File: src/rtl/gdmc_consts.svh
// Constants of the gate driver operation-mode controller.
// Assumes a 100 MHz core clock; all times are converted here.
`ifndef GDMC_CONSTS_SVH
`define GDMC_CONSTS_SVH
`define GDMC_CLK_MHZ 100
`define GDMC_CFG_TO_MS 100
`define GDMC_CFG_TO_CYC (`GDMC_CFG_TO_MS * 1000 * `GDMC_CLK_MHZ)
`define GDMC_SIG_NS 1200
`define GDMC_SIG_CYC (`GDMC_SIG_NS * `GDMC_CLK_MHZ / 1000)
`define GDMC_ENA_CLR_NS 3000
`define GDMC_ENA_CLR_CYC ((`GDMC_ENA_CLR_NS * `GDMC_CLK_MHZ + 999) / 1000)
`define GDMC_EVT_ROP_BIT 0
`define GDMC_EVT_LIMP_BIT 1
`define GDMC_SUP_REG_ADDR 8'h43
`define GDMC_SUP_ROP_BIT 1
`define GDMC_SUP_VS_BIT 5
`define GDMC_SPI_SIG_BIT 3
`define GDMC_BEH_LATCH 2'h0
`define GDMC_BEH_AUTO 2'h1
`define GDMC_BEH_ERRPIN 2'h2
`define GDMC_BEH_WARN 2'h3
`endif

File: src/rtl/gdmc_pkg.sv
// Types of the gate driver operation-mode controller.
// Assumes nothing of its surroundings.
package gdmc_pkg;
  typedef enum logic [3:0] {
    ST_SLEEP, ST_IDLE, ST_CONFIG, ST_LOCK, ST_NORMAL, ST_LIMP, ST_REDUCED,
    ST_SAFEOFF, ST_ERROR, ST_SELFTEST, ST_PD_GATE, ST_PD_ANALOG, ST_PD_CB
  } gdmc_mode_type;
  typedef struct packed {
    logic [9:0] lowCnt;
    logic clear;
  } gdmc_filt_type;
endpackage : gdmc_pkg

File: src/rtl/gdmc_ena_if.sv
// Link between the mode core and the release-pin low-time filter.
// Both ends run on the same clock.
`timescale 1ns/1ps
interface gdmc_ena_if;
  logic enaLevel;
  logic clearPulse;
  modport filt (input enaLevel, output clearPulse);
  modport core (output enaLevel, input clearPulse);
endinterface : gdmc_ena_if

File: src/rtl/gdmc_ena_filter.sv
// Low-time filter of the driver release pin.
// Assumes the level it sees is already synchronised to clk.
`timescale 1ns/1ps
`include "gdmc_consts.svh"
module gdmc_ena_filter #(
  parameter int CLR_CYC = `GDMC_ENA_CLR_CYC
) (
  // Clock and reset
  input wire logic clk,
  input wire logic reset_n,
  // Link to the mode core
  gdmc_ena_if.filt ena
);
  gdmc_pkg::gdmc_filt_type s_r;
  gdmc_pkg::gdmc_filt_type s_nxt;

  // Counting starts at the falling edge; the pulse fires once the low time is reached.
  always_comb begin
    s_nxt = s_r;
    s_nxt.clear = 1'b0;
    if (ena.enaLevel) begin
      s_nxt.lowCnt = '0;
    end else if (s_r.lowCnt != 10'(CLR_CYC)) begin
      s_nxt.lowCnt = s_r.lowCnt + 10'h001;
      s_nxt.clear = (s_r.lowCnt == 10'(CLR_CYC - 1));
    end
  end

  always_ff @(posedge clk or negedge reset_n) begin
    if (!reset_n) begin
      s_r <= '0;
    end else begin
      s_r <= s_nxt;
    end
  end

  assign ena.clearPulse = s_r.clear;

  property p_clear_long;
    @(posedge clk) disable iff (!reset_n)
    s_r.clear |-> s_r.lowCnt == 10'(CLR_CYC) && !$past(ena.enaLevel);
  endproperty
  a_clear_long: assert property (p_clear_long) else $error("clear without long low");

  property p_short_no_clear;
    @(posedge clk) disable iff (!reset_n)
    ena.enaLevel && s_r.lowCnt < 10'(CLR_CYC - 1) |=> !s_r.clear;
  endproperty
  a_short_no_clear: assert property (p_short_no_clear) else $error("short pulse cleared");
endmodule : gdmc_ena_filter

File: src/rtl/gdmc_mode_ctrl.sv
// Operation-mode controller of a three-phase gate driver.
// Assumes SPI decoding, supervision and error filters sit outside on clk;
// pins and analog monitors arrive asynchronously.
// Contract
// Limp only when enabled during configuration.
// Limp mode holds event bit 1.
// Reduced mode keeps state, disables pins, amplifiers.
// Reduced back to normal clears latched errors.
// Host pulses release pin after logic-supply dip.
// Passing reduced mode sets event bit 0.
// Wake fall starts power-down, ignores wake after.
// Power-down: gates off, analog off, then check.
// Sleep after boost undervoltage; all off, core reset.
// Sleep restores defaults; host reconfigures fully.
// Idle from sleep on wake; fault high.
// First valid configuration write enters configuration.
// First command starts timer, fault pin low.
// Matching signature enters normal, clears errors.
// Signature result within 1.2 us, status bit 3.
// Host sends default signature when nothing changes.
// Reduced halts configuration; recovery restarts timer.
// Timer expiry locks; wake cycle restarts.
// Safe-off pin low forces transistors off.
// Fault low means error; warnings excluded.
// Latched errors need release reset; others recover.
// Main supply sets bits 5,1; logic bit 1.
// Release low 3.0 us clears latched errors.
// Active mode visible as distinct status code.
// Idle, configuration, lock hold gates off.
`timescale 1ns/1ps
`include "gdmc_consts.svh"
module gdmc_mode_ctrl #(
  parameter int NERR = 8,
  parameter logic [23:0] CFG_TO_CYC = 24'(`GDMC_CFG_TO_CYC)
) (
  // Clock and reset
  input wire logic clk,
  input wire logic reset_n,
  // Host control pins
  input wire logic wakeInput,
  input wire logic driverReleasePin,
  input wire logic safeOffPin,
  // Analog monitors
  input wire logic vsLow,
  input wire logic vccLow,
  input wire logic boostCapUv,
  // SPI command decoder
  input wire logic spiWrValid,
  input wire logic spiWrCfg,
  input wire logic sigStrobe,
  input wire logic [7:0] sigByte,
  input wire logic [7:0] cfgCrc,
  input wire logic limpEnWr,
  input wire logic limpEnVal,
  input wire logic selfTestReq,
  input wire logic selfTestDone,
  // Supervision
  input wire logic limpReq,
  input wire logic [NERR-1:0] errCond,
  input wire logic [2*NERR-1:0] errBeh,
  // Status
  output gdmc_pkg::gdmc_mode_type opMode,
  output logic faultPin,
  output logic [7:0] eventReg,
  output logic [7:0] supplyReg,
  output logic [7:0] spiStatus,
  output logic [NERR-1:0] errLatched,
  output logic errClearPulse,
  output logic coreReset,
  output logic cfgTimerRun,
  // Power and output stage control
  output logic gateOff,
  output logic analogOn,
  output logic auxOn,
  output logic padsOn,
  output logic csaOn
);
  localparam int SY_WAKE = 0;
  localparam int SY_ENA = 1;
  localparam int SY_SAFE_OFF_PIN = 2;
  localparam int SY_VS = 3;
  localparam int SY_VCC = 4;
  localparam int SY_CB = 5;
  localparam logic [7:0] SIG_LAST = 8'(`GDMC_SIG_CYC - 1);
  localparam logic [23:0] CFG_LAST = CFG_TO_CYC - 24'h000001;

  typedef struct packed {
    logic [5:0] sy1;
    logic [5:0] sy2;
    logic wakePrev;
    gdmc_pkg::gdmc_mode_type mode;
    gdmc_pkg::gdmc_mode_type retMode;
    logic limpEn;
    logic [NERR-1:0] latch;
    logic [23:0] cfgCnt;
    logic [7:0] sigCnt;
    logic sigBusy;
    logic sigMatch;
    logic sigDone;
    logic [7:0] evt;
    logic [7:0] sup;
    logic fault;
    logic gateOn;
    logic analogOn;
    logic auxOn;
    logic padsOn;
    logic csaOn;
    logic clrErr;
    logic coreRst;
  } gdmc_core_type;

  gdmc_core_type s_r;
  gdmc_core_type s_nxt;
  gdmc_ena_if enaLink ();
  logic [NERR-1:0] latchSet;
  logic [NERR-1:0] liveErr;
  logic errActive;
  logic wake;
  logic soffHigh;
  logic vsL;
  logic ropCond;
  logic wakeFall;
  logic active;
  logic drive;

  gdmc_ena_filter u_filter (
    .clk(clk),
    .reset_n(reset_n),
    .ena(enaLink)
  );

  assign enaLink.enaLevel = s_r.sy2[SY_ENA];

  // Per-error behaviour: warnings never count, latched ones stick.
  for (genvar i = 0; i < NERR; i++) begin : g_err
    wire logic [1:0] beh = errBeh[2*i +: 2];
    assign latchSet[i] = errCond[i] && beh == `GDMC_BEH_LATCH;
    assign liveErr[i] = errCond[i] &&
      (beh == `GDMC_BEH_AUTO || beh == `GDMC_BEH_ERRPIN);
  end

  assign errActive = |(s_r.latch | liveErr);
  assign wake = s_r.sy2[SY_WAKE];
  assign soffHigh = s_r.sy2[SY_SAFE_OFF_PIN];
  assign vsL = s_r.sy2[SY_VS];
  assign ropCond = s_r.sy2[SY_VS] | s_r.sy2[SY_VCC];
  assign wakeFall = s_r.wakePrev & ~wake;
  assign active = !(s_r.mode inside {gdmc_pkg::ST_SLEEP, gdmc_pkg::ST_PD_GATE,
    gdmc_pkg::ST_PD_ANALOG, gdmc_pkg::ST_PD_CB});
  assign drive = s_r.mode inside {gdmc_pkg::ST_NORMAL, gdmc_pkg::ST_ERROR,
    gdmc_pkg::ST_LIMP, gdmc_pkg::ST_SELFTEST};

  always_comb begin
    s_nxt = s_r;
    s_nxt.sy1 = {boostCapUv, vccLow, vsLow, safeOffPin, driverReleasePin, wakeInput};
    s_nxt.sy2 = s_r.sy1;
    s_nxt.wakePrev = wake;
    s_nxt.clrErr = 1'b0;
    s_nxt.coreRst = 1'b0;
    unique case (s_r.mode)
      gdmc_pkg::ST_SLEEP: begin
        if (wake && !vsL) begin
          s_nxt.mode = gdmc_pkg::ST_IDLE;
        end
      end
      gdmc_pkg::ST_IDLE: begin
        if (spiWrValid && spiWrCfg) begin
          s_nxt.mode = gdmc_pkg::ST_CONFIG;
          s_nxt.cfgCnt = '0;
        end
      end
      gdmc_pkg::ST_CONFIG: begin
        s_nxt.cfgCnt = s_r.cfgCnt + 24'h000001;
        if (limpEnWr) begin
          s_nxt.limpEn = limpEnVal;
        end
        if (sigStrobe && !s_r.sigBusy) begin
          s_nxt.sigBusy = 1'b1;
          s_nxt.sigCnt = '0;
          s_nxt.sigDone = 1'b0;
          s_nxt.sigMatch = (sigByte == cfgCrc);
        end else if (s_r.sigBusy) begin
          s_nxt.sigCnt = s_r.sigCnt + 8'h01;
          if (s_r.sigCnt == SIG_LAST) begin
            s_nxt.sigBusy = 1'b0;
            s_nxt.sigDone = 1'b1;
            if (s_r.sigMatch) begin
              s_nxt.mode = gdmc_pkg::ST_NORMAL;
              s_nxt.clrErr = 1'b1;
            end
          end
        end
        if (s_r.cfgCnt == CFG_LAST && s_nxt.mode == gdmc_pkg::ST_CONFIG) begin
          s_nxt.mode = gdmc_pkg::ST_LOCK;
          s_nxt.sigBusy = 1'b0;
        end
      end
      gdmc_pkg::ST_LOCK: begin
        s_nxt.mode = gdmc_pkg::ST_LOCK;
      end
      gdmc_pkg::ST_NORMAL: begin
        if (selfTestReq) begin
          s_nxt.mode = gdmc_pkg::ST_SELFTEST;
        end else if (limpReq && s_r.limpEn) begin
          s_nxt.mode = gdmc_pkg::ST_LIMP;
        end else if (errActive) begin
          s_nxt.mode = gdmc_pkg::ST_ERROR;
        end
      end
      gdmc_pkg::ST_ERROR: begin
        if (!errActive) begin
          s_nxt.mode = gdmc_pkg::ST_NORMAL;
        end
      end
      gdmc_pkg::ST_LIMP: begin
        if (!limpReq) begin
          s_nxt.mode = gdmc_pkg::ST_NORMAL;
        end
      end
      gdmc_pkg::ST_SELFTEST: begin
        if (selfTestDone) begin
          s_nxt.mode = gdmc_pkg::ST_NORMAL;
        end
      end
      gdmc_pkg::ST_SAFEOFF: begin
        if (soffHigh) begin
          s_nxt.mode = gdmc_pkg::ST_NORMAL;
        end
      end
      gdmc_pkg::ST_REDUCED: begin
        if (!ropCond) begin
          s_nxt.mode = s_r.retMode;
          if (s_r.retMode == gdmc_pkg::ST_CONFIG) begin
            s_nxt.cfgCnt = '0;
          end else if (s_r.retMode == gdmc_pkg::ST_NORMAL) begin
            s_nxt.clrErr = 1'b1;
          end
        end
      end
      gdmc_pkg::ST_PD_GATE: begin
        s_nxt.mode = gdmc_pkg::ST_PD_ANALOG;
      end
      gdmc_pkg::ST_PD_ANALOG: begin
        s_nxt.mode = gdmc_pkg::ST_PD_CB;
      end
      gdmc_pkg::ST_PD_CB: begin
        if (s_r.sy2[SY_CB]) begin
          s_nxt.mode = gdmc_pkg::ST_SLEEP;
          s_nxt.coreRst = 1'b1;
        end
      end
      default: begin
        s_nxt.mode = gdmc_pkg::ST_SLEEP;
      end
    endcase
    // Overrides in priority order: wake fall, then supply dip, then safe-off.
    if (drive && !soffHigh) begin
      s_nxt.mode = gdmc_pkg::ST_SAFEOFF;
    end
    if (active && s_r.mode != gdmc_pkg::ST_REDUCED && ropCond) begin
      s_nxt.mode = gdmc_pkg::ST_REDUCED;
      s_nxt.clrErr = 1'b0;
      s_nxt.sigBusy = 1'b0;
      if (s_r.mode inside {gdmc_pkg::ST_IDLE, gdmc_pkg::ST_CONFIG, gdmc_pkg::ST_LOCK}) begin
        s_nxt.retMode = s_r.mode;
      end else begin
        s_nxt.retMode = gdmc_pkg::ST_NORMAL;
      end
      s_nxt.evt[`GDMC_EVT_ROP_BIT] = 1'b1;
      s_nxt.sup[`GDMC_SUP_ROP_BIT] = 1'b1;
      if (vsL) begin
        s_nxt.sup[`GDMC_SUP_VS_BIT] = 1'b1;
      end
    end
    // Wake changes are only looked at in active modes, so power-down runs to sleep.
    if (active && wakeFall) begin
      s_nxt.mode = gdmc_pkg::ST_PD_GATE;
      s_nxt.clrErr = 1'b0;
      s_nxt.sigBusy = 1'b0;
    end
    // The release-pin reset clears sticky status; a new latch set or a reduced-mode entry in the same cycle wins.
    if (enaLink.clearPulse || s_nxt.clrErr) begin
      s_nxt.latch = '0;
    end
    if (enaLink.clearPulse) begin
      s_nxt.evt[`GDMC_EVT_ROP_BIT] = s_nxt.evt[`GDMC_EVT_ROP_BIT] & (s_nxt.mode == gdmc_pkg::ST_REDUCED && s_r.mode != gdmc_pkg::ST_REDUCED);
      s_nxt.sup = s_nxt.sup & s_nxt.sup & {8{s_nxt.mode == gdmc_pkg::ST_REDUCED && s_r.mode != gdmc_pkg::ST_REDUCED}};
    end
    s_nxt.latch = s_nxt.latch | latchSet;
    s_nxt.evt[`GDMC_EVT_LIMP_BIT] = (s_nxt.mode == gdmc_pkg::ST_LIMP);
    if (s_nxt.coreRst) begin
      s_nxt.limpEn = 1'b0;
      s_nxt.latch = '0;
      s_nxt.evt = '0;
      s_nxt.sup = '0;
      s_nxt.sigDone = 1'b0;
      s_nxt.sigMatch = 1'b0;
      s_nxt.cfgCnt = '0;
    end
    s_nxt.gateOn = s_nxt.mode inside {gdmc_pkg::ST_NORMAL, gdmc_pkg::ST_ERROR,
      gdmc_pkg::ST_LIMP, gdmc_pkg::ST_SELFTEST};
    s_nxt.analogOn = !(s_nxt.mode inside {gdmc_pkg::ST_SLEEP,
      gdmc_pkg::ST_PD_ANALOG, gdmc_pkg::ST_PD_CB});
    s_nxt.auxOn = (s_nxt.mode != gdmc_pkg::ST_SLEEP);
    s_nxt.padsOn = !(s_nxt.mode inside {gdmc_pkg::ST_SLEEP, gdmc_pkg::ST_REDUCED});
    s_nxt.csaOn = !(s_nxt.mode inside {gdmc_pkg::ST_SLEEP, gdmc_pkg::ST_REDUCED,
      gdmc_pkg::ST_PD_ANALOG, gdmc_pkg::ST_PD_CB});
    s_nxt.fault = (s_nxt.mode inside {gdmc_pkg::ST_IDLE, gdmc_pkg::ST_NORMAL,
      gdmc_pkg::ST_LIMP, gdmc_pkg::ST_SELFTEST}) ||
      (s_nxt.mode == gdmc_pkg::ST_SAFEOFF && !errActive);
  end

  always_ff @(posedge clk or negedge reset_n) begin
    if (!reset_n) begin
      s_r <= '0;
    end else begin
      s_r <= s_nxt;
    end
  end

  assign opMode = s_r.mode;
  assign faultPin = s_r.fault;
  assign eventReg = s_r.evt;
  assign supplyReg = s_r.sup;
  assign spiStatus = {4'h0, s_r.sigDone, 3'h0};
  assign errLatched = s_r.latch;
  assign errClearPulse = s_r.clrErr;
  assign coreReset = s_r.coreRst;
  assign cfgTimerRun = (s_r.mode == gdmc_pkg::ST_CONFIG);
  assign gateOff = ~s_r.gateOn;
  assign analogOn = s_r.analogOn;
  assign auxOn = s_r.auxOn;
  assign padsOn = s_r.padsOn;
  assign csaOn = s_r.csaOn;

  property p_limp_enabled;
    @(posedge clk) disable iff (!reset_n)
    s_r.mode == gdmc_pkg::ST_LIMP |-> s_r.limpEn && eventReg[`GDMC_EVT_LIMP_BIT];
  endproperty
  a_limp_enabled: assert property (p_limp_enabled) else $error("limp not allowed");

  property p_reduced_quiet;
    @(posedge clk) disable iff (!reset_n)
    s_r.mode == gdmc_pkg::ST_REDUCED |-> !padsOn && !csaOn && auxOn && !faultPin;
  endproperty
  a_reduced_quiet: assert property (p_reduced_quiet) else $error("reduced pins active");

  property p_reduced_flag;
    @(posedge clk) disable iff (!reset_n)
    $rose(s_r.mode == gdmc_pkg::ST_REDUCED) |->
      eventReg[`GDMC_EVT_ROP_BIT] && supplyReg[`GDMC_SUP_ROP_BIT];
  endproperty
  a_reduced_flag: assert property (p_reduced_flag) else $error("reduced flag missing");

  property p_pd_order;
    @(posedge clk) disable iff (!reset_n)
    s_r.mode == gdmc_pkg::ST_PD_GATE |-> gateOff && analogOn ##1
      s_r.mode == gdmc_pkg::ST_PD_ANALOG && !analogOn ##1 s_r.mode == gdmc_pkg::ST_PD_CB;
  endproperty
  a_pd_order: assert property (p_pd_order) else $error("power-down order broken");

  property p_sleep_entry;
    @(posedge clk) disable iff (!reset_n)
    $past(s_r.mode) == gdmc_pkg::ST_PD_CB && s_r.mode == gdmc_pkg::ST_SLEEP |->
      $past(s_r.sy2[SY_CB]) && coreReset && !auxOn && !padsOn && !s_r.limpEn;
  endproperty
  a_sleep_entry: assert property (p_sleep_entry) else $error("bad sleep entry");

  property p_cfg_entry;
    @(posedge clk) disable iff (!reset_n)
    s_r.mode == gdmc_pkg::ST_IDLE && spiWrValid && spiWrCfg && !ropCond && !wakeFall |=>
      s_r.mode == gdmc_pkg::ST_CONFIG && !faultPin && s_r.cfgCnt == 24'h000000;
  endproperty
  a_cfg_entry: assert property (p_cfg_entry) else $error("config entry wrong");

  property p_sig_time;
    @(posedge clk) disable iff (!reset_n)
    $fell(s_r.sigBusy) && s_r.mode != gdmc_pkg::ST_REDUCED && s_r.mode != gdmc_pkg::ST_LOCK &&
      s_r.mode != gdmc_pkg::ST_PD_GATE |-> spiStatus[`GDMC_SPI_SIG_BIT] && $past(s_r.sigCnt) == SIG_LAST;
  endproperty
  a_sig_time: assert property (p_sig_time) else $error("signature timing wrong");

  property p_gates_off;
    @(posedge clk) disable iff (!reset_n)
    s_r.mode inside {gdmc_pkg::ST_IDLE, gdmc_pkg::ST_CONFIG, gdmc_pkg::ST_LOCK,
      gdmc_pkg::ST_SAFEOFF} |-> gateOff;
  endproperty
  a_gates_off: assert property (p_gates_off) else $error("gates not off");

  property p_error_fault;
    @(posedge clk) disable iff (!reset_n)
    s_r.mode == gdmc_pkg::ST_ERROR |-> !faultPin;
  endproperty
  a_error_fault: assert property (p_error_fault) else $error("fault high in error");
endmodule : gdmc_mode_ctrl

File: config.mk
export PLATFORM = sky130hd
export DESIGN_NAME = gdmc_mode_ctrl
export DESIGN_NICKNAME = d
export VERILOG_FILES = /design/src/rtl/gdmc_pkg.sv /design/src/rtl/gdmc_ena_if.sv /design/src/rtl/gdmc_ena_filter.sv /design/src/rtl/gdmc_mode_ctrl.sv
export VERILOG_INCLUDE_DIRS = /design/src /design/src/rtl
export SDC_FILE = /design/constraint.sdc
export NUM_CORES = 1
export LEC_CHECK = 0
export BUFFER_PORTS_ARGS = -buffer_cell sky130_fd_sc_hd__buf_2
export CORE_MARGIN = 4
export CORE_UTILIZATION = 34
export CTS_CLUSTER_SIZE = 24
export DETAILED_ROUTE_END_ITERATION = 10
export HOLD_SLACK_MARGIN = 0.12
export PLACE_DENSITY = 0.5
export SLEW_MARGIN = 20
export SYNTH_ARGS = -nofsm -noshare
export SYNTH_HDL_FRONTEND = slang
export SYNTH_HIERARCHICAL = 1
export SYNTH_SLANG_ARGS = --single-unit
File: constraint.sdc
create_clock -name clk -period 3.7 [get_ports clk]
set_clock_uncertainty 0.2 [all_clocks]
set_input_delay 0.74 -clock clk [delete_from_list [all_inputs] [get_ports clk]]
set_output_delay 0.74 -clock clk [all_outputs]
set_load 0.02 [all_outputs]
==> flow_summary.ini, run 1 <==
[status]
status = completed

[sta]
relSlewSlack_pct = 40.1
final_max_slew_viol_count = 0
worstMarginPinSlew_ps = 895
grt_setup_unrepaired = false
fmax_ghz = 0.324
setup_viol = 0
setup_tns_ps = 0
finalHoldViolCount = 0
final.period_utilization_pct = 83.3
fin_crit_ps = 3080
hold_slack_ps = 151
setup_slack_ps = 616

[yosys]
synth_area_leaders = dfrtp_1 45%, buf_4 5.3%, nor2_1 4.1%
yosysSeqAreaShare_pct = 44.5
synth_area_leader_cell = dfrtp_1
synth_seq_cells = 94
yosys_warnings = 6
synth_edf_count = 0
ys.flop_type = dfrtp_1
synth_cell_types = 75
post-synth-top-count-cell = dfrtp_1
avgSynthCellArea_um2 = 9.51
syn_inst = 555
synth.top_cells.by_count = 94 x dfrtp_1, 58 x nor2_1, 39 x o21ai_0
synth_top_area_share_pct = 44.5
synthArstFlopShare_pct = 100
syn_area_um2 = 5280

[detailed_routing]
first_iter_violations = 295
num_vias = 4151
wl_per_cell_um = 15.0
drc_errors = 0
drt-total-wl_um = 12100
ant_nets = 0
via_per_inst = 5.13
dr.pass1.iters = 4

[place]
port_buffers = 87
place_congestion = 0.847
post-place-ws_ps = 698
dp_hpwl_um = 9010

[global_routing]
grt_pass1_wl_um = 20000
grt_pass1_vias = 4012
antenna_found_initial = 0
grt.overflow.total = 0
grt_use_total_pct = 13.9
grt_max_degree = 50

[setup_path]
cp_num_buf_inv = 3
critical_path.top_delay_family = buffers and inverters
slowest_stage = dfrtp_1
crit_path_end_kind = output port
path_cells = nor2_1, nand3_1, inv_2, buf_4, buf_2
cpPeakStageDelay_ps = 610
path_class = reg -> out
worstPathRequired_ps = 2760
crit_fanout = 21
start_kind = flip-flop
crit_arrival_ps = 2140

[floorplanning]
coreArea_um2 = 15200
io_pins = 101
start_util_pct = 34.7
die-area_um2 = 17600
die_h_um = 133
rows = 45
die_w_um = 133

[cts]
hold_buffers = 0
clk_pin_slew_worst_paths_ps = 70
ctsResizeCount = 0
cts_setup_buffers = 0
clockRootBuffer = clkbuf_16
tritoncts = yes
clk_latency_ps = 350
cts_max_path_buffers = 2
numCtsBuffers = 9
htreeDepth = 3
numClockSinks = 94

[finish]
drive_above_1_share_pct = 23.0
syn2layout_area_growth_pct = 13.5
layout.nets = 684
fin_util_pct = 39.4
diodes = 0

[pwr]
max-vdd-ir-drop_mv = 0.285
p_leak_nw = 2.76
power_density_nw_per_um2 = 618

[worst_hold_path]
hp-class = reg -> reg

[job]
drv_cap = 0
metrics by stage:
step	instance area (um^2)	total power [mW]	cells
global route	5990	3.98	809
finish	5990	3.70	809
floorplan	5330	2.51	567
detailed placement	5700	2.80	793
global placement	5700	2.79	793
CTS	5990	3.75	809
power breakdown:
group | switching [mW] | total, mW | leakage, nW | internal, mW
Combinational | 0.855 | 1.40 | 1.42 | 0.543
Sequential | 0.206 | 1.39 | 1.20 | 1.18
Clock | 0.443 | 0.921 | 0.143 | 0.477
kinds of logic after synthesis:
family                     count (synthesis)  share of synthesized area [%]
adders and majority gates                 12                           2.84
other                                      1                         0.0710
muxes                                      6                           1.21
DFF                                       94                           44.5
buffers and inverters                     89                           9.29
xor gates and xnor gates                  22                           3.79
and+or+nand+nor                          213                           23.4
AOI/OAI and AO/OA                        118                           14.8
worst register-to-register path, stage by stage, from the launching register on:
cell and delay (ps):
dfrtp_1 750, xnor2_2 250, a2111oi_4 600, or2_4 260, nor3_2 110, or3_4 400
o22ai_4 200, and2_1 180
worst paths after layout:
check | end | cells after the start | slack, ps | from
min in group asynchronous | errLatched[6] | 1 | 190 | reset_n
setup reg to reg | supplyReg[6] | 7 | 710 | opMode[3]
setup / recovery | cfgTimerRun | 5 | 620 | opMode[3]
max in group asynchronous | s_r[52] | 2 | 2430 | reset_n
hold / removal | s_r[80] | 0 | 150 | s_nxt[80]
hold reg to reg | s_r[80] | 0 | 150 | s_nxt[80]
registers in the layout, summed over array words and instances (netlist names):
name and flops:
faultPin 1, opMode 4, spiStatus 1, padsOn 1, csaOn 1, s_r 45
auxOn 1, coreReset 1, eventReg 2, supplyReg 8, errLatched 8, u_filter/s_r 10
u_filter/ena.clearPulse 1, s_nxt 7, enaLink.enaLevel 1, errClearPulse 1, analogOn 1
area by class of cell:
type	count	area [um^2]
Fill cell	1553	9210
Multi-Input combinational cell	384	2480
Sequential cell	94	2350
Timing Repair Buffer	94	503
Tap cell	188	235
Clock buffer	9	225
Inverter	33	124
Clock inverter	7	72.6
routing by layer:
metal | GRT usage [%] | vias up | wire (um)
met5 | 0 | - | 0
met4 | 5.08 | 0 | 229
met3 | 2.93 | 18 | 514
met2 | 22.1 | 89 | 5790
met1 | 18.7 | 2002 | 5590
li1 | - | 2042 | -
cell usage in the layout (no fill, tap or decap), types with 7 or more instances in the layout:
master	n
inv_1	32
nor3_1	14
a22oi_1	13
xor2_1	7
or3_1	8
conb_1	13
dfrtp_1	94
clkbuf_16	9
xnor2_1	14
buf_2	86
nand2_1	29
buf_4	7
and3_1	7
ha_1	12
and2_1	8
o21ai_0	39
nor2_1	58
a31oi_1	11
nand4_1	19
a21oi_1	21
nand3_1	19
Power figures use the tool's default switching activity.
==> run 2, diff against run 1 <==
--- a/config.mk
+++ b/config.mk
@@ -6,6 +6,7 @@
 export SDC_FILE = /design/constraint.sdc
 export NUM_CORES = 1
 export LEC_CHECK = 0
+export ABC_AREA = 1
 export BUFFER_PORTS_ARGS = -buffer_cell sky130_fd_sc_hd__buf_2
 export CORE_MARGIN = 4
 export CORE_UTILIZATION = 34
==> constraint.sdc (replaced) <==
create_clock -name clk -period 3 [get_ports clk]
set_clock_uncertainty 0.2 [all_clocks]
set_input_delay 0.6 -clock clk [delete_from_list [all_inputs] [get_ports clk]]
set_output_delay 0.6 -clock clk [all_outputs]
set_load 0.02 [all_outputs]
==> flow_summary.ini, run 2 <==
[setup_path]
crit_path_end_kind = flip-flop
worstPathRequired_ps = 3010
crit_arrival_ps = 2510
start_kind = flip-flop
path_cells = inv_2, nand2_4, nor2_8, inv_4, nand2_2, o31ai_4, inv_2, nand3_1, o21ai_0, a21oi_1
cp_common_cell = inv_2
path_class = reg -> reg
cpPeakStageDelay_ps = 520
crit_fanout = 16
slowest_stage = dfrtp_1

[cts]
clk_latency_ps = 350
cts_setup_buffers = 0
numCtsBuffers = 9
htreeDepth = 3
clockRootBuffer = clkbuf_16
numClockSinks = 94
tritoncts = yes
cts_max_path_buffers = 2
clk_pin_slew_worst_paths_ps = 70

[global_routing]
grt_pass1_wl_um = 22300
grt_pass1_vias = 4739
grt_use_total_pct = 15.1
antenna_found_initial = 0
grt.overflow.total = 0
grt_max_degree = 51

[yosys]
avgSynthCellArea_um2 = 7.87
synth_area_leaders = dfrtp_1 42%, nand2_1 9.9%, inv_1 6.1%
yosysSeqAreaShare_pct = 42.3
syn_inst = 706
synth.top_cells.by_count = 147 x nand2_1, 94 x dfrtp_1, 90 x inv_1
synth_area_leader_cell = dfrtp_1
synth_edf_count = 0
synth_cell_types = 45
post-synth-top-count-cell = nand2_1
synth_top_area_share_pct = 42.3
synthArstFlopShare_pct = 100
ys.flop_type = dfrtp_1
synth_seq_cells = 94
syn_area_um2 = 5560
yosys_warnings = 6

[sta]
final_max_slew_viol_count = 0
fmax_ghz = 0.400
final.period_utilization_pct = 83.3
setup_viol = 0
finalHoldViolCount = 0
relSlewSlack_pct = 60.4
hold_slack_ps = 147
fin_crit_ps = 2500
grt_setup_unrepaired = false
setup_tns_ps = 0
worstMarginPinSlew_ps = 594
setup_slack_ps = 501

[detailed_routing]
ant_nets = 0
dr.pass1.iters = 5
via_per_inst = 4.65
drt-total-wl_um = 13300
num_vias = 4644
drc_errors = 0
first_iter_violations = 236
wl_per_cell_um = 13.3

[finish]
fin_util_pct = 39.9
postLayoutCellArea_um2 = 6370
largest_register_ffs = 45
top_regs = s_r (45), u_filter/s_r (10)
nFillCells = 1644
layout_common_cells = 147 x nand2_1, 94 x dfrtp_1, 90 x inv_1
regMostFlops = s_r
drive_above_1_share_pct = 20.7
fin_cells = 999
multi_input_area_um2 = 2530
diodes = 0
layout.nets = 846
final_common_cell = nand2_1
register_area_um2 = 2350
syn2layout_area_growth_pct = 14.6

[floorplanning]
start_util_pct = 34.9
io_pins = 101
die_h_um = 136
rows = 46
die-area_um2 = 18500
coreArea_um2 = 15900
die_w_um = 136

[pwr]
max-vdd-ir-drop_mv = 0.394
finalPower_mw = 4.89
power_density_nw_per_um2 = 769
p_leak_nw = 3.11

[place]
dp_hpwl_um = 10400
dp.cells = 982
post-place-ws_ps = 239
place_congestion = 0.907
placed_area_um2 = 6050
port_buffers = 87

[status]
status = completed

[job]
drv_cap = 0

[worst_hold_path]
hp-class = reg -> reg
## run 2: cell types whose count changed after synthesis, sizes merged, moves of 18 or more
cell / before / now
a21oi: 21 / 44
inv: 33 / 102
nand3: 19 / 37
nand2: 29 / 161
o21ai: 39 / 19
nor2: 60 / 92
## run 2: critical path: cells and delay by family, from the launching register on
kind	cells	cell delay, ps
buffers and inverters	3	450
AO/OA/AOI/OAI	3	490
AND/OR/NAND/NOR	4	700
flip-flops	1	520
## run 2: path summary, 6_finish.rpt
check	start	endpoint	slack [ps]	cells after the start
max reg2reg	opMode[0]	s_r[46]	500	10
min	s_nxt[79]	s_r[79]	150	0
max in group asynchronous	reset_n	s_r[76]	1340	3
min reg2reg	s_nxt[79]	s_r[79]	150	0
max	opMode[0]	s_r[46]	500	10
min in group asynchronous	reset_n	s_r[31]	590	2
## run 2: final cells by class
cell class | instances | area share (%)
repair buffers | 95 | 8.06
clock inverters | 5 | 1.02
flip-flops and latches | 94 | 36.9
well taps | 216 | 4.24
inverters | 104 | 6.17
clock buffers | 11 | 3.81
multi-input cells | 474 | 39.8
## run 2: logic make-up after synthesis
family,count (synthesis),share of synthesized area [%]
XOR/XNOR,23,3.63
flip-flops,94,42.3
AO/OA/AOI/OAI,80,8.56
adder cells (fa/ha/maj),12,2.70
AND/OR/NAND/NOR,346,29.8
buffers and inverters,150,12.9
other,1,0.0675
## run 2: report_power, final
part           total, mW  internal, mW  switching (mW)  leakage, nW
Combinational       2.06         0.640            1.42         1.77
Clock               1.18         0.678           0.505        0.151
Sequential          1.65          1.48           0.166         1.19
Total               4.89          2.80            2.09         3.11
## run 2: what timing repair did
item | CTS | global route
endpoints found under the setup margin | 0 | 0
gates resized for setup | 0 | 0
hold buffers | 1 | 0
endpoints found under the hold margin | 44 | 0
## run 2: per-layer routing
layer  vias to the layer above  wire length, um  GRT usage, %
met5                         -                0             0
met4                         0              186          4.48
met3                        14              670          3.52
met2                       108             6520          25.6
met1                      2171             5960          19.3
li1                       2351                -             -
